[src/lrcb_pkg.sv]
// Purpose: Shared constants and types for the LCD regulator clock block
// Assumes: One register word per 32-bit AXI4-Lite slot
// Notes:   Offsets are byte addresses
`default_nettype none
package lrcb_pkg;
  // ****************************************
  // Register map
  // ****************************************
  localparam logic [3:0] OFF_REG_CTRL = 4'h0; // Regulator control
  localparam logic [3:0] OFF_TIM_CTRL = 4'h4; // Timing select, status
  localparam logic [7:0] REG_RESET    = 8'h3c; // Bias 111, third on
  localparam logic [7:0] REG_WMASK    = 8'h7f; // Top bit not stored
  localparam int PSEL_LSB   = 0;  // Pump clock select
  localparam int THIRD_BIT  = 2;  // Third bias enable
  localparam int BIAS_LSB   = 3;  // Bias level field
  localparam int PUMP_BIT   = 6;  // Pump enable
  localparam int TSEL_LSB   = 0;  // Timing clock select
  localparam int SEG32_BIT  = 4;  // Segment 32 available
  localparam int CFG_LSB    = 5;  // Bias configuration
  localparam int PCLK_BIT   = 7;  // Pump clock level
  localparam logic [1:0] TSEL_RESET = 2'h0;
  // ****************************************
  // Encodings
  // ****************************************
  localparam logic [1:0] SEL_OFF  = 2'h0; // Regulator disabled
  localparam logic [1:0] SEL_T1   = 2'h1; // Timer1 oscillator
  localparam logic [1:0] SEL_FAST = 2'h2; // Fast oscillator
  localparam logic [1:0] SEL_RC   = 2'h3; // Internal RC
  localparam logic [1:0] TSEL_SYS = 2'h0; // System clock / 4
  localparam logic [1:0] TSEL_T1  = 2'h1; // Timer1 oscillator
  localparam logic [1:0] RESP_OKAY   = 2'h0;
  localparam logic [1:0] RESP_SLVERR = 2'h2;
  // ****************************************
  // Dividers
  // ****************************************
  localparam int PUMP_PRESCALE = 256;  // Fast osc to pump
  localparam int SYS_PREDIV    = 4;    // System clock / 4
  localparam int SYS_PRESCALE  = 8192; // System path postscale
  localparam int OSC_PRESCALE  = 32;   // Slow osc postscale
  // Bias circuit configuration
  typedef enum logic [1:0] {
    CFG_BOOSTED, CFG_UNBOOSTED, CFG_LADDER_SOFT, CFG_LADDER_HARD
  } lrcb_cfg_t;
  // Analog control bundle
  typedef struct packed {
    lrcb_cfg_t  cfg;          // Bias configuration
    logic       regulator_en; // Regulator powered
    logic       vref_en;      // Internal reference on
    logic       pump_on;      // Charge pump running
    logic [2:0] bias_level;   // Peak level code
    logic       third_bias;   // 1: third bias, 0: static
    logic       flyback_gpio; // Flyback pins to port
  } lrcb_bias_t;
endpackage
`default_nettype wire

[src/lrcb_div.sv]
// Purpose: Tick divider with pulse and square-wave outputs
// Assumes: DIV is even and at least two
// Notes:   clr_i restarts the count
`timescale 1ns/1ns
`default_nettype none
module lrcb_div #(
  parameter int DIV = 4
) (
  input  wire logic ref_clk_i, // System clock
  input  wire logic rstn_i,    // Sync reset, active low
  input  wire logic clr_i,     // Restart count
  input  wire logic tick_i,    // Input tick
  output logic      tick_o,    // One tick per DIV inputs
  output logic      wave_o     // Square wave, period DIV
);
  localparam int CW = $clog2(DIV);
  localparam logic [CW-1:0] LAST = CW'(DIV - 1);
  localparam logic [CW-1:0] HALF = CW'(DIV / 2);
  logic [CW-1:0] cnt_r; // Input tick count
  logic [CW-1:0] cnt_nxt;
  logic          wrap;
  assign wrap    = tick_i & (cnt_r == LAST);
  assign cnt_nxt = wrap ? '0 : cnt_r + CW'(1);
  // ****************************************
  // Counter
  // ****************************************
  always_ff @(posedge ref_clk_i) begin
    if (!rstn_i || clr_i) begin
      cnt_r <= '0;
    end else if (tick_i) begin
      cnt_r <= cnt_nxt;
    end
  end
  assign tick_o = wrap;
  assign wave_o = (cnt_r >= HALF);
endmodule
`default_nettype wire

[src/lrcb_edge.sv]
// Purpose: Rising edge detector for a sampled oscillator level
// Assumes: Input already synchronous to ref_clk_i
// Notes:   Pulse and registered copy
`timescale 1ns/1ns
`default_nettype none
module lrcb_edge (
  input  wire logic ref_clk_i, // System clock
  input  wire logic rstn_i,    // Sync reset, active low
  input  wire logic level_i,   // Oscillator level
  output logic      level_o,   // Registered level
  output logic      rise_o     // Rising edge pulse
);
  logic level_r; // Previous sample
  // ****************************************
  // Sample register
  // ****************************************
  always_ff @(posedge ref_clk_i) begin
    if (!rstn_i) begin
      level_r <= 1'b0;
    end else begin
      level_r <= level_i;
    end
  end
  assign level_o = level_r;
  assign rise_o  = level_i & ~level_r;
endmodule
`default_nettype wire

[src/lrcb_top.sv]
// Purpose: LCD regulator clock and bias mode control, AXI4-Lite slave
// Assumes: Oscillator levels arrive synchronous to ref_clk_i;
//          ref_clk_i stands in for the system clock
// Notes:   Analog ladder and pump are outside
//
// Overview of operation
// - Pump clock is own branch, nominal 31 kHz
// - Fast oscillator divided by 256 for pump
// - Select 11 RC, 10 fast, 01 Timer1, 00 off
// - System clock timing path divides by 4, then by 8192
// - Timer1 and RC keep running in Sleep
// - Timer1 in use removes segment 32
// - Bit 6 turns the charge pump on when select is nonzero
// - Bits 5-3 set peak bias level
// - Bit 2 picks third or static bias
// - Top register bit reads zero
// - Select nonzero, pump on: boosted configuration
// - Select nonzero, pump off: unboosted configuration
// - Regulator configurations: static or third bias only
// - Select zero, pump on: ladder soft contrast
// - Soft contrast frees flyback pins as port
// - Both clear: regulator and reference fully off
// - Timing select 1x RC, 01 Timer1, 00 system
`timescale 1ns/1ns
`default_nettype none
module lrcb_top (
  input  wire logic              ref_clk_i,         // 125 MHz clock
  input  wire logic              rstn_i,            // Sync reset, low
  // AXI4-Lite slave
  input  wire logic [3:0]        s_axi_awaddr,
  input  wire logic              s_axi_awvalid,
  output logic                   s_axi_awready,
  input  wire logic [31:0]       s_axi_wdata,
  input  wire logic [3:0]        s_axi_wstrb,
  input  wire logic              s_axi_wvalid,
  output logic                   s_axi_wready,
  output logic [1:0]             s_axi_bresp,
  output logic                   s_axi_bvalid,
  input  wire logic              s_axi_bready,
  input  wire logic [3:0]        s_axi_araddr,
  input  wire logic              s_axi_arvalid,
  output logic                   s_axi_arready,
  output logic [31:0]            s_axi_rdata,
  output logic [1:0]             s_axi_rresp,
  output logic                   s_axi_rvalid,
  input  wire logic              s_axi_rready,
  // Oscillators and device state
  input  wire logic              internal_rc_osc_i,   // RC level
  input  wire logic              timer1_osc_i,        // Timer1 level
  input  wire logic              internal_fast_osc_i, // 8 MHz level
  input  wire logic              timer1_osc_enable_i, // Timer1 in use
  input  wire logic              sleep_i,             // Sleep mode
  // Outputs
  output logic                   pump_clk_o,          // Pump clock
  output logic                   lcd_base_tick_o,     // Timing tick
  output logic                   seg32_available_o,   // Segment 32 ok
  output lrcb_pkg::lrcb_bias_t   bias_ctrl_o          // Bias controls
);
  // ****************************************
  // Register state
  // ****************************************
  logic [7:0]  reg_ctrl_r;   // Regulator control
  logic [7:0]  reg_ctrl_nxt;
  logic [1:0]  tsel_r;       // Timing clock select
  logic [1:0]  tsel_nxt;
  // Write channel holding
  logic        aw_full_r;    // Address captured
  logic [3:0]  aw_addr_r;
  logic        w_full_r;     // Data captured
  logic [31:0] w_data_r;
  logic [3:0]  w_strb_r;
  logic        bvalid_r;
  logic [1:0]  bresp_r;
  // Read channel
  logic        rvalid_r;
  logic [31:0] rdata_r;
  logic [1:0]  rresp_r;
  // Output registers
  logic        pump_clk_r;
  logic        base_tick_r;

  // ****************************************
  // Field decode
  // ****************************************
  wire [1:0] pump_clock_select = reg_ctrl_r[lrcb_pkg::PSEL_LSB +: 2];
  wire       pump_enable       = reg_ctrl_r[lrcb_pkg::PUMP_BIT];
  wire       third_bias_enable = reg_ctrl_r[lrcb_pkg::THIRD_BIT];
  wire [2:0] bias_level        = reg_ctrl_r[lrcb_pkg::BIAS_LSB +: 3];
  wire       sel_off           = (pump_clock_select == lrcb_pkg::SEL_OFF);

  // Word address match
  function automatic logic hit(input logic [3:0] a, input logic [3:0] off);
    hit = (a[3:2] == off[3:2]);
  endfunction

  // ****************************************
  // Oscillator edge detection
  // ****************************************
  logic rc_lvl;   // RC sampled level
  logic rc_rise;
  logic t1_lvl;   // Timer1 sampled level
  logic t1_rise;
  logic fast_rise;

  lrcb_edge u_edge_rc (
    .ref_clk_i (ref_clk_i),
    .rstn_i    (rstn_i),
    .level_i   (internal_rc_osc_i),
    .level_o   (rc_lvl),
    .rise_o    (rc_rise)
  );
  lrcb_edge u_edge_t1 (
    .ref_clk_i (ref_clk_i),
    .rstn_i    (rstn_i),
    .level_i   (timer1_osc_i),
    .level_o   (t1_lvl),
    .rise_o    (t1_rise)
  );
  lrcb_edge u_edge_fast (
    .ref_clk_i (ref_clk_i),
    .rstn_i    (rstn_i),
    .level_i   (internal_fast_osc_i),
    .level_o   (),
    .rise_o    (fast_rise)
  );

  // ****************************************
  // Charge pump clock branch
  // ****************************************
  // fast oscillator prescale
  // Fast source halts in Sleep
  logic fast_div_wave;
  lrcb_div #(.DIV(lrcb_pkg::PUMP_PRESCALE)) u_div_pump (
    .ref_clk_i (ref_clk_i),
    .rstn_i    (rstn_i),
    .clr_i     (pump_clock_select != lrcb_pkg::SEL_FAST),
    .tick_i    (fast_rise & ~sleep_i),
    .tick_o    (),
    .wave_o    (fast_div_wave)
  );

  logic pump_src;
  always_comb begin
    case (pump_clock_select)
      lrcb_pkg::SEL_RC:   pump_src = rc_lvl;
      lrcb_pkg::SEL_FAST: pump_src = fast_div_wave;
      lrcb_pkg::SEL_T1:   pump_src = t1_lvl;
      default:            pump_src = 1'b0;
    endcase
  end

  wire pump_clk_nxt = pump_src & ~sel_off & pump_enable;

  // Registered so a select change cannot glitch it
  always_ff @(posedge ref_clk_i) begin
    if (!rstn_i) begin
      pump_clk_r <= 1'b0;
    end else begin
      pump_clk_r <= pump_clk_nxt;
    end
  end
  assign pump_clk_o = pump_clk_r;

  // ****************************************
  // LCD timing clock branch
  // ****************************************
  // System clock / 4 stand-in; halted in Sleep
  logic sys_q_tick;
  lrcb_div #(.DIV(lrcb_pkg::SYS_PREDIV)) u_div_sysq (
    .ref_clk_i (ref_clk_i),
    .rstn_i    (rstn_i),
    .clr_i     (sleep_i),
    .tick_i    (1'b1),
    .tick_o    (sys_q_tick),
    .wave_o    ()
  );

  logic sys_tick;
  lrcb_div #(.DIV(lrcb_pkg::SYS_PRESCALE)) u_div_sys (
    .ref_clk_i (ref_clk_i),
    .rstn_i    (rstn_i),
    .clr_i     (tsel_r != lrcb_pkg::TSEL_SYS),
    .tick_i    (sys_q_tick & ~sleep_i),
    .tick_o    (sys_tick),
    .wave_o    ()
  );

  wire osc_rise = tsel_r[1] ? rc_rise :
                  (tsel_r == lrcb_pkg::TSEL_T1) ? t1_rise : 1'b0;

  logic osc_tick;
  lrcb_div #(.DIV(lrcb_pkg::OSC_PRESCALE)) u_div_osc (
    .ref_clk_i (ref_clk_i),
    .rstn_i    (rstn_i),
    .clr_i     (tsel_r == lrcb_pkg::TSEL_SYS),
    .tick_i    (osc_rise),
    .tick_o    (osc_tick),
    .wave_o    ()
  );

  // Baseline tick register
  always_ff @(posedge ref_clk_i) begin
    if (!rstn_i) begin
      base_tick_r <= 1'b0;
    end else begin
      base_tick_r <= sys_tick | osc_tick;
    end
  end
  assign lcd_base_tick_o = base_tick_r;

  // ****************************************
  // Segment 32 availability
  // ****************************************
  // Timer1 use blocks segment
  wire t1_in_use = timer1_osc_enable_i
                 | (pump_clock_select == lrcb_pkg::SEL_T1)
                 | (tsel_r == lrcb_pkg::TSEL_T1);
  assign seg32_available_o = ~t1_in_use;

  // ****************************************
  // Bias configuration decode
  // ****************************************
  lrcb_pkg::lrcb_bias_t bias;
  always_comb begin
    bias            = '0;
    bias.bias_level = bias_level;
    bias.third_bias = third_bias_enable;
    case ({sel_off, pump_enable})
      2'b01: begin
        bias.cfg          = lrcb_pkg::CFG_BOOSTED;
        bias.regulator_en = 1'b1;
        bias.vref_en      = 1'b1;
        bias.pump_on      = 1'b1;
      end
      2'b00: begin
        bias.cfg          = lrcb_pkg::CFG_UNBOOSTED;
        bias.regulator_en = 1'b1;
        bias.vref_en      = 1'b1;
      end
      2'b11: begin
        bias.cfg          = lrcb_pkg::CFG_LADDER_SOFT;
        bias.vref_en      = 1'b1;
        bias.flyback_gpio = 1'b1;
      end
      default: begin
        bias.cfg          = lrcb_pkg::CFG_LADDER_HARD;
      end
    endcase
  end

  // Controls held in flops
  lrcb_pkg::lrcb_bias_t bias_r;
  always_ff @(posedge ref_clk_i) begin
    if (!rstn_i) begin
      bias_r <= '0;
    end else begin
      bias_r <= bias;
    end
  end
  assign bias_ctrl_o = bias_r;

  // ****************************************
  // AXI4-Lite write path
  // ****************************************
  // Address and data taken in either order
  assign s_axi_awready = ~aw_full_r & ~bvalid_r;
  assign s_axi_wready  = ~w_full_r & ~bvalid_r;
  wire   aw_take       = s_axi_awvalid & s_axi_awready;
  wire   w_take        = s_axi_wvalid & s_axi_wready;
  wire   wr_go         = aw_full_r & w_full_r;
  wire   wr_ctrl       = wr_go & hit(aw_addr_r, lrcb_pkg::OFF_REG_CTRL);
  wire   wr_tim        = wr_go & hit(aw_addr_r, lrcb_pkg::OFF_TIM_CTRL);

  // Register next values, lane 0 only
  // top bit never stored
  assign reg_ctrl_nxt = (wr_ctrl & w_strb_r[0]) ?
                        (w_data_r[7:0] & lrcb_pkg::REG_WMASK) : reg_ctrl_r;
  assign tsel_nxt     = (wr_tim & w_strb_r[0]) ?
                        w_data_r[lrcb_pkg::TSEL_LSB +: 2] : tsel_r;

  // Channel capture
  always_ff @(posedge ref_clk_i) begin
    if (!rstn_i) begin
      aw_full_r <= 1'b0;
      aw_addr_r <= 4'h0;
      w_full_r  <= 1'b0;
      w_data_r  <= 32'h0000_0000;
      w_strb_r  <= 4'h0;
    end else begin
      if (aw_take) begin
        aw_full_r <= 1'b1;
        aw_addr_r <= s_axi_awaddr;
      end else if (wr_go) begin
        aw_full_r <= 1'b0;
      end
      if (w_take) begin
        w_full_r <= 1'b1;
        w_data_r <= s_axi_wdata;
        w_strb_r <= s_axi_wstrb;
      end else if (wr_go) begin
        w_full_r <= 1'b0;
      end
    end
  end

  // Write response and register update
  always_ff @(posedge ref_clk_i) begin
    if (!rstn_i) begin
      bvalid_r   <= 1'b0;
      bresp_r    <= lrcb_pkg::RESP_OKAY;
      reg_ctrl_r <= lrcb_pkg::REG_RESET;
      tsel_r     <= lrcb_pkg::TSEL_RESET;
    end else begin
      reg_ctrl_r <= reg_ctrl_nxt;
      tsel_r     <= tsel_nxt;
      if (wr_go) begin
        bvalid_r <= 1'b1;
        bresp_r  <= (wr_ctrl | wr_tim) ? lrcb_pkg::RESP_OKAY
                                       : lrcb_pkg::RESP_SLVERR;
      end else if (s_axi_bready) begin
        bvalid_r <= 1'b0;
      end
    end
  end
  assign s_axi_bvalid = bvalid_r;
  assign s_axi_bresp  = bresp_r;

  // ****************************************
  // AXI4-Lite read path
  // ****************************************
  assign s_axi_arready = ~rvalid_r;
  wire   ar_take       = s_axi_arvalid & s_axi_arready;
  wire   rd_ctrl       = hit(s_axi_araddr, lrcb_pkg::OFF_REG_CTRL);
  wire   rd_tim        = hit(s_axi_araddr, lrcb_pkg::OFF_TIM_CTRL);

  // Timing status word
  logic [31:0] tim_word;
  always_comb begin
    tim_word = 32'h0000_0000;
    tim_word[lrcb_pkg::TSEL_LSB +: 2] = tsel_r;
    tim_word[lrcb_pkg::SEG32_BIT]     = seg32_available_o;
    tim_word[lrcb_pkg::CFG_LSB +: 2]  = bias_r.cfg;
    tim_word[lrcb_pkg::PCLK_BIT]      = pump_clk_r;
  end

  wire [31:0] rd_word = rd_ctrl ? {24'h00_0000,
                                   reg_ctrl_r & lrcb_pkg::REG_WMASK} :
                        rd_tim  ? tim_word : 32'h0000_0000;

  // Read data register
  always_ff @(posedge ref_clk_i) begin
    if (!rstn_i) begin
      rvalid_r <= 1'b0;
      rdata_r  <= 32'h0000_0000;
      rresp_r  <= lrcb_pkg::RESP_OKAY;
    end else if (ar_take) begin
      rvalid_r <= 1'b1;
      rdata_r  <= rd_word;
      rresp_r  <= (rd_ctrl | rd_tim) ? lrcb_pkg::RESP_OKAY
                                     : lrcb_pkg::RESP_SLVERR;
    end else if (s_axi_rready) begin
      rvalid_r <= 1'b0;
    end
  end
  assign s_axi_rvalid = rvalid_r;
  assign s_axi_rdata  = rdata_r;
  assign s_axi_rresp  = rresp_r;

endmodule
`default_nettype wire

[config.mk]
export PLATFORM = sky130hd
export DESIGN_NAME = lrcb_top
export DESIGN_NICKNAME = d
export VERILOG_FILES = /design/src/lrcb_pkg.sv /design/src/lrcb_div.sv /design/src/lrcb_edge.sv /design/src/lrcb_top.sv
export SDC_FILE = /design/constraint.sdc
export NUM_CORES = 1
export LEC_CHECK = 0
export ABC_AREA = 0
export ABC_CLOCK_PERIOD_IN_PS = 1960
export BUFFER_PORTS_ARGS = -buffer_cell sky130_fd_sc_hd__buf_4
export CAP_MARGIN = 20
export CORE_ASPECT_RATIO = 1.4
export CORE_MARGIN = 2
export CORE_UTILIZATION = 50
export DETAILED_ROUTE_END_ITERATION = 10
export PLACE_DENSITY = 0.79
export SLEW_MARGIN = 20
export SYNTH_ARGS = -nofsm -noshare
export SYNTH_HDL_FRONTEND = slang
export SYNTH_SLANG_ARGS = --single-unit
[constraint.sdc]
create_clock -name ref_clk_i -period 1.96 [get_ports ref_clk_i]
set_input_delay 0 -clock ref_clk_i [delete_from_list [all_inputs] [get_ports ref_clk_i]]
set_output_delay 0 -clock ref_clk_i [all_outputs]
set_load 0.02 [all_outputs]
* Word-level counts from Yosys, hierarchy flattened
Cells that the tools add are included.
W data, S select, Z words.
** Word-level totals
- Flip-flop bits (word level) :: 104
- Latch bits :: 0
- RAM bits :: 0
- Bits in read-only memories :: 0
- Input port bits :: 56
- Output and inout bits :: 54
- Word-level logic and storage cells :: 121
- Memories :: 0
** Cells by class
- Add/subtract/negate cells :: 4
- Multiply operators :: 0
- Divide/modulo/power cells :: 0
- $lt $le $gt $ge :: 1
- Equal/unequal tests :: 13
- Shifts and indexed selects :: 0
- Multiplexer cells :: 22
- Bitwise operators :: 35
- Reductions and logical operators :: 18
** Operators by type and width (count)
- $mux W8 :: 3
- $and A1 B1 Y1 :: 20
- $add A13 B1 Y13 const B :: 1
- $eq A13 B13 Y1 const B :: 1
- $mux W1 :: 13
- $mux W13 :: 1
- $eq A2 B1 Y1 const B :: 5
- $logic_not A2 Y1 :: 5
- $not A1 Y1 :: 10
- $reduce_bool A2 Y1 :: 5
- $add A8 B1 Y8 const B :: 1
- $eq A2 B2 Y1 const B :: 4
- $eq A8 B8 Y1 const B :: 1
- $ge A8 B8 Y1 const B :: 1
- $pmux W2 S3 :: 1
- $add A5 B1 Y5 const B :: 1
- $eq A5 B5 Y1 const B :: 1
- $mux W5 :: 1
- $or A1 B1 Y1 :: 5
- $logic_or A1 B1 Y1 :: 4
- $mux W2 :: 2
- $reduce_or A2 Y1 :: 2
- $pmux W1 S3 :: 1
- $reduce_or A3 Y1 :: 1
- other kinds (3) :: 3

* Longest topological paths before layout
Gate-level depths: netlist of run 1.
- Word-level depth :: 6
- Mapped depth :: 6
- Mapped depth without buffers :: 5

* Modules after synthesis
Synthesis of run 1 repeated with hierarchy kept, for this count alone.
** Unflattened totals
- Cell total of the unflattened synthesis :: 374
- Area, all modules :: 3555.9 µm²
** By module, submodules not included
- lrcb_top :: instances 1, cells an instance 207, area each 1991.9 µm², sequential area each 900.9 µm²
- lrcb_div (u_div_sys) :: instances 1, cells an instance 72, area each 656.9 µm², sequential area each 260.2 µm²
- lrcb_div (u_div_pump) :: instances 1, cells an instance 45, area each 397.9 µm², sequential area each 160.2 µm²
- lrcb_div (u_div_osc) :: instances 1, cells an instance 27, area each 261.5 µm², sequential area each 100.1 µm²
- lrcb_div (u_div_sysq) :: instances 1, cells an instance 14, area each 127.6 µm², sequential area each 40.0 µm²
- lrcb_edge :: instances 3, cells an instance 3, area each 40.0 µm², sequential area each 20.0 µm²

* Least setup slack after synthesis of run 1
Ideal clock, no wire load.
- Path type :: register to register
- Start point :: register reg_ctrl_r[1]
- End point :: register rdata_r[4], in the netlist s_axi_rdata[4]
- Setup time :: 0.070 ns
- Arrival time :: 1.445 ns
- Required time :: 1.890 ns
- Path slack :: 0.445 ns
- Stages on the path, launching flop included :: 5
- Path buffers :: 0
- Clock period less this slack :: 1.515 ns
- Path through :: dfxtp_1 > inv_1 > a221oi_1 > mux2i_1 > a21oi_1
** Between the ends
- Cells in the longest elaborated chain, start to end :: 6
** Ends and longest elaborated chain
- from (decl) :: line lrcb_top.sv:62 : logic [7:0] reg_ctrl_r;
- from (signal assigned) :: line lrcb_top.sv:311 : reg_ctrl_r <= lrcb_pkg::REG_RESET;
- from (signal assigned) :: line lrcb_top.sv:314 : reg_ctrl_r <= reg_ctrl_nxt;
- $eq A2 B1 Y1 :: line lrcb_top.sv:216 : | (pump_clock_select == lrcb_pkg::SEL_T1)
- $or A1 B1 Y1 :: line lrcb_top.sv:216
- $or A1 B1 Y1 :: line lrcb_top.sv:217 : | (tsel_r == lrcb_pkg::TSEL_T1);
- $not A1 Y1 :: line lrcb_top.sv:218 : assign seg32_available_o = ~t1_in_use;
- named net seg32_available_o :: line lrcb_top.sv:56 : output logic seg32_available_o,
- $mux W8 :: line lrcb_top.sv:348 : rd_tim ? tim_word : 32'h0000_0000;
- $mux W8 :: line lrcb_top.sv:346 : wire [31:0] rd_word = rd_ctrl ? {24'h00_0000,
- to (signal assigned) :: line lrcb_top.sv:358 : rdata_r <= rd_word;
- to (decl) :: line lrcb_top.sv:76 : logic [31:0] rdata_r;
The timed path passes the listed nets, and every way through them passes these cells.
A chain may end at the register's enable or synchronous reset.

* Final worst setup path of run 1
- Start point :: register u_div_sysq.cnt_r[0]
- End point :: register u_div_sys.cnt_r[1]
** Between the ends
- Cells in the longest elaborated chain, start to end :: 4
** Ends and longest elaborated chain
- from (decl) :: line lrcb_div.sv:19 : logic [CW-1:0] cnt_r;
- from (signal assigned) :: line lrcb_div.sv:31 : cnt_r <= cnt_nxt;
- $eq A2 B2 Y1 (*) :: line lrcb_div.sv:22 : assign wrap = tick_i & (cnt_r == LAST);
- $and A1 B1 Y1 (*) :: line lrcb_top.sv:183 : .tick_i (sys_q_tick & ~sleep_i),
- $and A1 B1 Y1 :: line lrcb_div.sv:22
- $mux W13 :: line lrcb_div.sv:23 : assign cnt_nxt = wrap ? '0 : cnt_r + CW'(1);
- to (signal assigned) :: line lrcb_div.sv:31
- to (decl) :: line lrcb_div.sv:19
Mark *: on every way between the ends. The rest lies on a longest branch, timed or not.

==> results of run 1 <==
registers in the layout (all words and copies together), names as in the netlist, 2 cells and up:
signal	count
aw_addr_r	2
u_div_sysq.cnt_r	2
w_data_r	7
s_axi_rdata	8
u_div_osc.cnt_r	5
tsel_r	2
bias_ctrl_o	10
u_div_pump.cnt_r	8
reg_ctrl_r	7
u_div_sys.cnt_r	13
cell usage after synthesis, drive strengths merged (2+ instances only):
| library cell | number |
|---|---|
| o21ai | 4 |
| nor2 | 28 |
| ha | 6 |
| inv | 8 |
| clkbuf | 8 |
| xor2 | 12 |
| nand4b | 2 |
| nor3 | 4 |
| a21boi | 14 |
| mux2 | 4 |
| nor4 | 2 |
| buf | 29 |
| nor3b | 2 |
| dfxtp | 76 |
| or3 | 3 |
| nand3 | 9 |
| a21o | 2 |
| xnor2 | 6 |
| and2 | 11 |
| a21oi | 5 |
| mux2i | 14 |
| and3 | 6 |
| nand2b | 4 |
| a22oi | 7 |
| nand4 | 11 |
| nand2 | 41 |
| nor2b | 19 |
| o31ai | 3 |
worst paths after layout:
check / start / endpoint / slack (ns)
max: u_div_sysq.cnt_r[0] / u_div_sys.cnt_r[1] / 0.25
min reg2reg: u_div_sysq.cnt_r[0] / u_div_sysq.cnt_r[0] / 0.43
max reg2reg: u_div_sysq.cnt_r[0] / u_div_sys.cnt_r[1] / 0.25
min: rstn_i / reg_ctrl_r[4] / 0.04
layout make-up:
cell class | count | area [um2] | area share (%)
clock buffers | 11 | 141 | 3.48
clock inverters | 5 | 61.3 | 1.51
inverters | 8 | 30.0 | 0.738
multi-input cells | 260 | 1620 | 39.9
flip-flops and latches | 76 | 1520 | 37.4
well taps | 74 | 92.6 | 2.28
repair buffers | 73 | 596 | 14.6
metal layers:
layer,track usage [%],wire (um),vias to the layer above
met5,0,0,-
met4,6.84,107,0
met3,4.60,247,7
met2,30.7,3260,59
met1,22.7,2810,1222
li1,-,-,1300
power by group:
group          internal (mW)  total, mW  switching (mW)
registers               1.58       1.61          0.0274
logic                  0.135      0.303           0.168
clock network          0.625       1.20           0.573
total                   2.34       3.11           0.769
cells by family after synthesis:
group | share of synthesized area [%]
DFF | 45.7
xor gates and xnor gates | 4.74
AOI/OAI and AO/OA | 9.17
buffers and inverters | 8.31
muxes | 5.56
adders and majority gates | 2.26
and+or+nand+nor | 24.1
other | 0.113
==> results.json, run 1 <==
{
  "result_of_the_run": "complete, no violations",
  "instances_no_fill": 507,
  "critPathMaxFanout": 9,
  "layout.cells.most_common": "sky130_fd_sc_hd__dfxtp_1",
  "timing.hold.ws_ns": 0.0406,
  "finalCoreUtilization_pct": 62.3,
  "arrival_time_worst_endpoint_ns": 1.93,
  "path_category_of_the_worst_min_delay_check": "input port to flip-flop",
  "ys.warnings.count": 0,
  "ys_seq_elements": 76,
  "post-synth-top-area-cell": "sky130_fd_sc_hd__dfxtp_1",
  "post_synth_instance_area_um2": 3330,
  "power.total_mw": 3.11,
  "critPathLaunchType": "flip-flop",
  "max_clock_freq_ghz": 0.585,
  "gp_routability_congestion": 0.809,
  "grt_max_degree": 53,
  "maximum_root_to_sink_buffer_count": 2,
  "period_minus_slack_ns": 1.71,
  "clock_tree.htree_level_count": 3,
  "floorplan.initialDensity_pct": 51.0,
  "number_of_antenna_repair_diodes": 0,
  "wirelength_mm": 6.42,
  "final_cell_mix": "76 x sky130_fd_sc_hd__dfxtp_1, 54 x sky130_fd_sc_hd__buf_4, 41 x sky130_fd_sc_hd__nand2_1, 28 x sky130_fd_sc_hd__nor2_1, 26 x sky130_fd_sc_hd__conb_1",
  "layout.nets": 490,
  "rsz0062_at_grt": "no",
  "critPathTopFamily": "compound AO/OA/AOI/OAI gates",
  "synth_area_per_cell_um2": 9.35,
  "async_s_r_ff_share_synth_pct": 0,
  "number_of_antenna_violations_at_the_first_check_in_global_routing": 0,
  "tritoncts_num_sinks": 76,
  "wire_length_of_the_first_global_routing_pass_mm": 10.5,
  "cts_post_setup_buffers_inserted": 0,
  "initialDrtViolationCount": 107,
  "timing.critical_path.required_ns": 2.18,
  "crit_path_cell_trace": "ha_1, and4b_1, nand3_4, o31ai_4, o31ai_1",
  "critical-path-max-stage-delay_ns": 0.46,
  "layout_worst_path_cycle_share_pct": 87.3,
  "fillers": 543,
  "seq_area_frac_synth_pct": 45.7,
  "cts-buffers-inserted": 9,
  "timing.critical_path.depth": 5,
  "grt_remaining_overflow": 0,
  "floorplan.die.width_um": 73.0,
  "vdd_drop_max_v": 0.000520,
  "place.detailed.instances": 472,
  "syn_inst": 356,
  "drc": 0,
  "cts_hold_repair.buffers": 19,
  "worst-setup-path-type": "flip-flop to flip-flop",
  "viasPerCell": 5.10,
  "fp-row-count": 35,
  "fin_setup_tns_ns": 0,
  "layout-drive-gt1-share_pct": 18.0,
  "yosysTopAreaCellShare_pct": 45.7,
  "cell_area_after_placement_um2": 3670,
  "detail_route.first_pass.iterations": 4,
  "overall_die_height_um": 101,
  "slowest_stage": "sky130_fd_sc_hd__o31ai_4",
  "dp_hpwl_mm": 4.52,
  "core-area_um2": 6530,
  "wire_per_inst_um": 12.7,
  "portBuffers": 51,
  "number_of_global_route_vias_before_repair": 2326,
  "setup_viol": 0,
  "finalHoldViolCount": 0,
  "netlist_top_cells_area": "sky130_fd_sc_hd__dfxtp_1 46%, sky130_fd_sc_hd__buf_4 5.9%, sky130_fd_sc_hd__nand2_1 4.6%",
  "path_clk_slew_ns": 0.08,
  "p_per_area_nw_per_um2": 765,
  "post-place-ws_ns": 0.260,
  "top_ff_cell_synth": "sky130_fd_sc_hd__dfxtp_1",
  "synth_edf_count": 0,
  "leakage_nw": 1.63,
  "io-pin-count": 110,
  "die_area_um2": 7330,
  "max_cap_violations": 0,
  "area_growth_syn_to_layout_pct": 22.2,
  "via_count": 2588,
  "clock_tree_from_tritoncts": "done",
  "track_usage_pct": 18.4,
  "drt.antenna.violating_nets": 0,
  "root_driver": "sky130_fd_sc_hd__clkbuf_8",
  "worst_setup_path_end_kind": "flip-flop",
  "finalMaxSlewViolations": 0,
  "clock_skew_ns": 0.00883,
  "ctsResizeCount": 0,
  "layout_setup_ws_ns": 0.250,
  "netlist-cell-type-count": 49,
  "post_route_standard_cell_area_excluding_fillers_um2": 4070,
  "skew_pair_late_insertion_delay_ns": 0.34,
  "worst-r2r-cell-count": 5,
  "hold-path-cell-count": 2,
  "critical_path.n_buffers_inverters": 0
}
Note: power is estimated with default switching activity, not from simulation.
==> run 2, diff against run 1 <==
--- a/config.mk
+++ b/config.mk
@@ -12,8 +12,11 @@
 export CORE_ASPECT_RATIO = 1.4
 export CORE_MARGIN = 2
 export CORE_UTILIZATION = 50
+export CTS_CLUSTER_SIZE = 10
 export DETAILED_ROUTE_END_ITERATION = 10
 export PLACE_DENSITY = 0.79
+export SETUP_SLACK_MARGIN = 0.3
+export SKIP_LAST_GASP = 1
 export SLEW_MARGIN = 20
 export SYNTH_ARGS = -nofsm -noshare
 export SYNTH_HDL_FRONTEND = slang
==> results.json, run 2 (synthesized netlist as in run 1, its figures left out) <==
{
  "largest_reg_flops": 13,
  "io-pin-count": 110,
  "layout-drive-gt1-share_pct": 18.6,
  "timing.critical_path.required_ns": 1.96,
  "max_cap_violations": 0,
  "cts-buffers-inserted": 9,
  "critPathMaxFanout": 7,
  "maximum_root_to_sink_buffer_count": 2,
  "grt_remaining_overflow": 0,
  "clock_tree_from_tritoncts": "done",
  "number_of_antenna_repair_diodes": 0,
  "clock_skew_ns": 0.00752,
  "final_cell_mix": "76 x sky130_fd_sc_hd__dfxtp_1, 55 x sky130_fd_sc_hd__buf_4, 41 x sky130_fd_sc_hd__nand2_1, 28 x sky130_fd_sc_hd__nor2_1, 26 x sky130_fd_sc_hd__conb_1",
  "root_driver": "sky130_fd_sc_hd__clkbuf_8",
  "wire_length_of_the_first_global_routing_pass_mm": 10.6,
  "clock_tree.htree_level_count": 3,
  "path_clk_slew_ns": 0.08,
  "p_per_area_nw_per_um2": 763,
  "number_of_antenna_violations_at_the_first_check_in_global_routing": 0,
  "rsz0062_at_grt": "no",
  "worst_hold_startpoint": "s_axi_araddr[2]",
  "wire_per_inst_um": 12.6,
  "finalHoldViolCount": 0,
  "setup_viol": 0,
  "post-place-ws_ns": 0.260,
  "drc": 0,
  "layout_setup_ws_ns": 0.362,
  "track_usage_pct": 18.4,
  "drt.antenna.violating_nets": 0,
  "worst-setup-path-type": "flip-flop to output port",
  "gp_routability_congestion": 0.809,
  "leakage_nw": 1.64,
  "core-area_um2": 6530,
  "fp-row-count": 35,
  "rr_startpoint": "u_div_sysq.cnt_r[0]",
  "die_area_um2": 7330,
  "power.total_mw": 3.12,
  "layout.cells.most_common": "sky130_fd_sc_hd__dfxtp_1",
  "dp_hpwl_mm": 4.52,
  "tritoncts_num_sinks": 76,
  "worst-r2r-cell-count": 6,
  "finalMaxSlewViolations": 0,
  "slowest_stage": "sky130_fd_sc_hd__dfxtp_1",
  "detail_route.first_pass.iterations": 4,
  "wirelength_mm": 6.44,
  "startpoint": "reg_ctrl_r[1]",
  "period_minus_slack_ns": 1.60,
  "critPathLaunchType": "flip-flop",
  "hold-path-cell-count": 3,
  "overall_die_height_um": 101,
  "multi_input_comb_area_um2": 1630,
  "layout.nets": 492,
  "max_clock_freq_ghz": 0.626,
  "crit_path_cell_trace": "inv_1, a221oi_1, buf_4",
  "critical-path-max-stage-delay_ns": 0.47,
  "area_growth_syn_to_layout_pct": 23.0,
  "grt_max_degree": 53,
  "worst_setup_path_end_kind": "output port",
  "sequential_cell_area_um2": 1520,
  "largest_register": "u_div_sys.cnt_r",
  "initialDrtViolationCount": 122,
  "arrival_time_worst_endpoint_ns": 1.60,
  "skew_pair_late_insertion_delay_ns": 0.34,
  "number_of_global_route_vias_before_repair": 2335,
  "fin_setup_tns_ns": 0,
  "floorplan.die.width_um": 73.0,
  "floorplan.initialDensity_pct": 51.0,
  "fillers": 541,
  "viasPerCell": 5.09,
  "via_count": 2591,
  "portBuffers": 51,
  "path_category_of_the_worst_min_delay_check": "input port to flip-flop",
  "vdd_drop_max_v": 0.000520,
  "result_of_the_run": "complete, no violations",
  "layout_worst_path_cycle_share_pct": 81.5
}
run 2: metal layers:
metal / vias up / part of all wire (%) / global-route usage (%)
li1: 1303 / - / -
met5: - / 0 / 0
met3: 6 / 3.8 / 4.60
met2: 59 / 51 / 30.8
met4: 0 / 1.6 / 6.84
met1: 1223 / 44 / 22.7
run 2: repair_timing:
item,in CTS,in global routing
pin swaps,1,0
buffers inserted,2,0
endpoints found under the setup margin,9,1
endpoints found under the hold margin,18,0
gates resized for setup,0,1
hold buffers,19,0
run 2: cell type report:
type / instances / area share [%]
timing repair buffer: 75 / 15.2
sequential: 76 / 37.2
tap: 74 / 2.26
clock buffer: 11 / 3.45
clock inverter: 5 / 1.50
inverter: 8 / 0.733
multi-input combinational: 260 / 39.7
run 2: per-stage QoR:
stage	cells	area [um2]	util [%]	hold slack (ns)
floorplan	381	3420	-	0.0793
global placement	472	3670	56.3	0.219
detailed placement	472	3670	56.3	0.228
CTS	509	4090	62.7	0.0263
global route	509	4100	62.8	0.0292
finish	509	4100	62.8	0.0409
run 2: worst paths after layout:
kind	to	slack (ns)
max	seg32_available_o	0.36
min	s_axi_rdata[4]	0.04
max reg2reg	u_div_sys.cnt_r[1]	0.40
min reg2reg	u_div_sysq.cnt_r[0]	0.43
run 2: power breakdown:
part           internal (mW)  switching (mW)  total (mW)
Combinational          0.140           0.169       0.310
Sequential              1.58          0.0273        1.61
Clock                  0.625           0.578        1.20
Total                   2.35           0.774        3.12
run 2: worst max-delay path, delay by kind of cell (launching register included):
family	cells	cell delay, ns
AO/OA/AOI/OAI	1	0.47
buffers and inverters	2	0.31
flip-flops	1	0.47
==> run 3, diff against run 2 <==
--- a/config.mk
+++ b/config.mk
@@ -6,15 +6,15 @@
 export NUM_CORES = 1
 export LEC_CHECK = 0
 export ABC_AREA = 0
-export ABC_CLOCK_PERIOD_IN_PS = 1960
+export ABC_CLOCK_PERIOD_IN_PS = 1430
 export BUFFER_PORTS_ARGS = -buffer_cell sky130_fd_sc_hd__buf_4
 export CAP_MARGIN = 20
 export CORE_ASPECT_RATIO = 1.4
 export CORE_MARGIN = 2
-export CORE_UTILIZATION = 50
+export CORE_UTILIZATION = 45
 export CTS_CLUSTER_SIZE = 10
 export DETAILED_ROUTE_END_ITERATION = 10
-export PLACE_DENSITY = 0.79
+export PLACE_DENSITY = 0.75
 export SETUP_SLACK_MARGIN = 0.3
 export SKIP_LAST_GASP = 1
 export SLEW_MARGIN = 20
==> constraint.sdc (replaced) <==
create_clock -name ref_clk_i -period 1.43 [get_ports ref_clk_i]
set_input_delay 0 -clock ref_clk_i [delete_from_list [all_inputs] [get_ports ref_clk_i]]
set_output_delay 0 -clock ref_clk_i [all_outputs]
set_load 0.02 [all_outputs]
==> results.json, run 3 (synthesized netlist as in run 1, its figures left out) <==
{
  "number_of_antenna_repair_diodes": 0,
  "layout_setup_ws_ns": 0.0308,
  "root_driver": "sky130_fd_sc_hd__clkbuf_8",
  "worstSetupEndpoint": "u_div_sys.cnt_r[0]",
  "wire_length_of_the_first_global_routing_pass_mm": 11.3,
  "core-area_um2": 7270,
  "critical-path-max-stage-delay_ns": 0.35,
  "crit_path_cell_trace": "ha_4, and4b_2, nand3_4, o31ai_4, buf_6, o31ai_2",
  "layout-drive-gt1-share_pct": 36.7,
  "floorplan.initialDensity_pct": 45.8,
  "worst_flop_to_flop_path_endpoint": "u_div_sys.cnt_r[0]",
  "io-pin-count": 110,
  "initialDrtViolationCount": 78,
  "gp_routability_congestion": 0.817,
  "drc": 0,
  "drt.antenna.violating_nets": 0,
  "layout_worst_path_cycle_share_pct": 97.8,
  "die_area_um2": 8110,
  "clock_tree_from_tritoncts": "done",
  "sequential_cell_area_um2": 1560,
  "finalHoldViolCount": 0,
  "max_clock_freq_ghz": 0.715,
  "rsz0062_at_grt": "yes",
  "largest_reg_flops": 13,
  "layout.nets": 515,
  "worst-r2r-cell-count": 6,
  "fillers": 582,
  "overall_die_height_um": 106,
  "max_cap_violations": 0,
  "final_cell_mix": "69 x sky130_fd_sc_hd__buf_4, 57 x sky130_fd_sc_hd__dfxtp_1, 36 x sky130_fd_sc_hd__nand2_1, 26 x sky130_fd_sc_hd__conb_1, 19 x sky130_fd_sc_hd__dlygate4sd3_1",
  "area_growth_syn_to_layout_pct": 39.9,
  "cell_area_after_placement_um2": 3870,
  "floorplan.die.width_um": 76.7,
  "critPathLaunchType": "flip-flop",
  "wirelength_mm": 7.13,
  "timing.critical_path.required_ns": 1.66,
  "setup_viol": 0,
  "portBuffers": 51,
  "startpoint": "u_div_sysq.cnt_r[1]",
  "vdd_drop_max_v": 0.000572,
  "p_per_area_nw_per_um2": 969,
  "viasPerCell": 4.91,
  "detail_route.first_pass.iterations": 4,
  "worst_setup_path_end_kind": "flip-flop",
  "period_minus_slack_ns": 1.40,
  "arrival_time_worst_endpoint_ns": 1.63,
  "result_of_the_run": "complete, no violations",
  "reg2reg_setup_slack_ns": 0.03,
  "post_route_standard_cell_area_excluding_fillers_um2": 4660,
  "critPathTopFamily": "flip-flops",
  "path_clk_slew_ns": 0.08,
  "fin_setup_tns_ns": 0,
  "power.total_mw": 4.51,
  "critPathMaxFanout": 6,
  "timing.critical_path.depth": 6,
  "tritoncts_num_sinks": 76,
  "wire_per_inst_um": 12.8,
  "layout.cells.most_common": "sky130_fd_sc_hd__buf_4",
  "grt_remaining_overflow": 0,
  "clock_skew_ns": 0.0105,
  "rr_startpoint": "u_div_sysq.cnt_r[1]",
  "hold-path-cell-count": 3,
  "slowest_stage": "sky130_fd_sc_hd__dfxtp_2",
  "leakage_nw": 1.88,
  "number_of_antenna_violations_at_the_first_check_in_global_routing": 0,
  "largest_register": "u_div_sys.cnt_r",
  "finalMaxSlewViolations": 0,
  "post-place-ws_ns": 0.0457,
  "maximum_root_to_sink_buffer_count": 2,
  "fp-row-count": 37,
  "clock_tree.htree_level_count": 3,
  "path_category_of_the_worst_min_delay_check": "input port to flip-flop",
  "number_of_global_route_vias_before_repair": 2484,
  "skew_pair_late_insertion_delay_ns": 0.34,
  "multi_input_comb_area_um2": 1900,
  "timing.hold.ws_ns": 0.00984,
  "dp_hpwl_mm": 4.70,
  "grt_max_degree": 41,
  "via_count": 2725,
  "worst-setup-path-type": "flip-flop to flip-flop",
  "track_usage_pct": 17.4,
  "cts-buffers-inserted": 9,
  "critical_path.n_buffers_inverters": 1
}
## run 3: cell count changes in the layout (fill, tap and decap cells not counted), moves of 3 or more
| cell | previous run | this run |
|---|---|---|
| sky130_fd_sc_hd__dfxtp_1 | 76 | 57 |
| sky130_fd_sc_hd__dfxtp_2 | 0 | 15 |
| sky130_fd_sc_hd__buf_4 | 55 | 69 |
| sky130_fd_sc_hd__nor2_1 | 28 | 17 |
| sky130_fd_sc_hd__buf_6 | 0 | 8 |
| sky130_fd_sc_hd__nor2_2 | 0 | 7 |
| sky130_fd_sc_hd__nand2_1 | 41 | 36 |
| sky130_fd_sc_hd__dfxtp_4 | 0 | 4 |
| sky130_fd_sc_hd__ha_1 | 6 | 2 |
| sky130_fd_sc_hd__nor2_4 | 0 | 4 |
| sky130_fd_sc_hd__nand2_2 | 0 | 3 |
| sky130_fd_sc_hd__nor3_1 | 4 | 1 |
## run 3: metal layers
layer,global-route usage (%),vias up,share of wire (%),wire (um)
li1,-,1351,-,-
met1,19.2,1297,40,2890
met4,7.53,0,1.8,131
met3,3.85,10,3.6,258
met5,0,-,0,0
met2,31.5,67,54,3860
## run 3: repair_timing
item                                    in CTS  in global routing
buffers inserted                             7                  4
hold buffers                                21                  0
pin swaps                                   13                 21
endpoints found under the setup margin      43                 48
resized for setup                           26                 49
endpoints found under the hold margin       20                  0
## run 3: worst min path at each step
stage | start | end | slack, ns
global placement | internal_fast_osc_i | u_edge_fast.level_o | 0.22
CTS | s_axi_araddr[2] | s_axi_rdata[7] | 0.002
global route | s_axi_araddr[2] | s_axi_rdata[7] | 0.009
floorplan | timer1_osc_enable_i | seg32_available_o | 0.05
detailed placement | internal_fast_osc_i | u_edge_fast.level_o | 0.22
finish | s_axi_araddr[2] | s_axi_rdata[7] | 0.01
## run 3: through the flow
stage | util (%) | cells
after detailed placement | 53.3 | 507
final | 64.1 | 555
after CTS | 61.3 | 551
after global routing | 64.1 | 555
after floorplan | - | 381
after global placement | 53.3 | 507
## run 3: where the power goes
part	internal [mW]	switching (mW)	leakage (nW)
sequential	2.17	0.0444	0.628
clock	1.03	0.781	0.113
combinational	0.233	0.257	1.14
## run 3: area by class of cell
type	instances	share of cell area [%]
tap	97	2.61
clock buffer	10	2.96
timing repair buffer	98	17.7
inverter	8	0.699
sequential	76	33.4
clock inverter	6	1.85
multi-input combinational	260	40.8
## run 3: worst reg2reg max path: stages (launching register included)
cell	delay, ns
sky130_fd_sc_hd__dfxtp_2	0.35
sky130_fd_sc_hd__ha_4	0.13
sky130_fd_sc_hd__and4b_2	0.26
sky130_fd_sc_hd__nand3_4	0.09
sky130_fd_sc_hd__o31ai_4	0.22
sky130_fd_sc_hd__buf_6	0.17
sky130_fd_sc_hd__o31ai_2	0.06
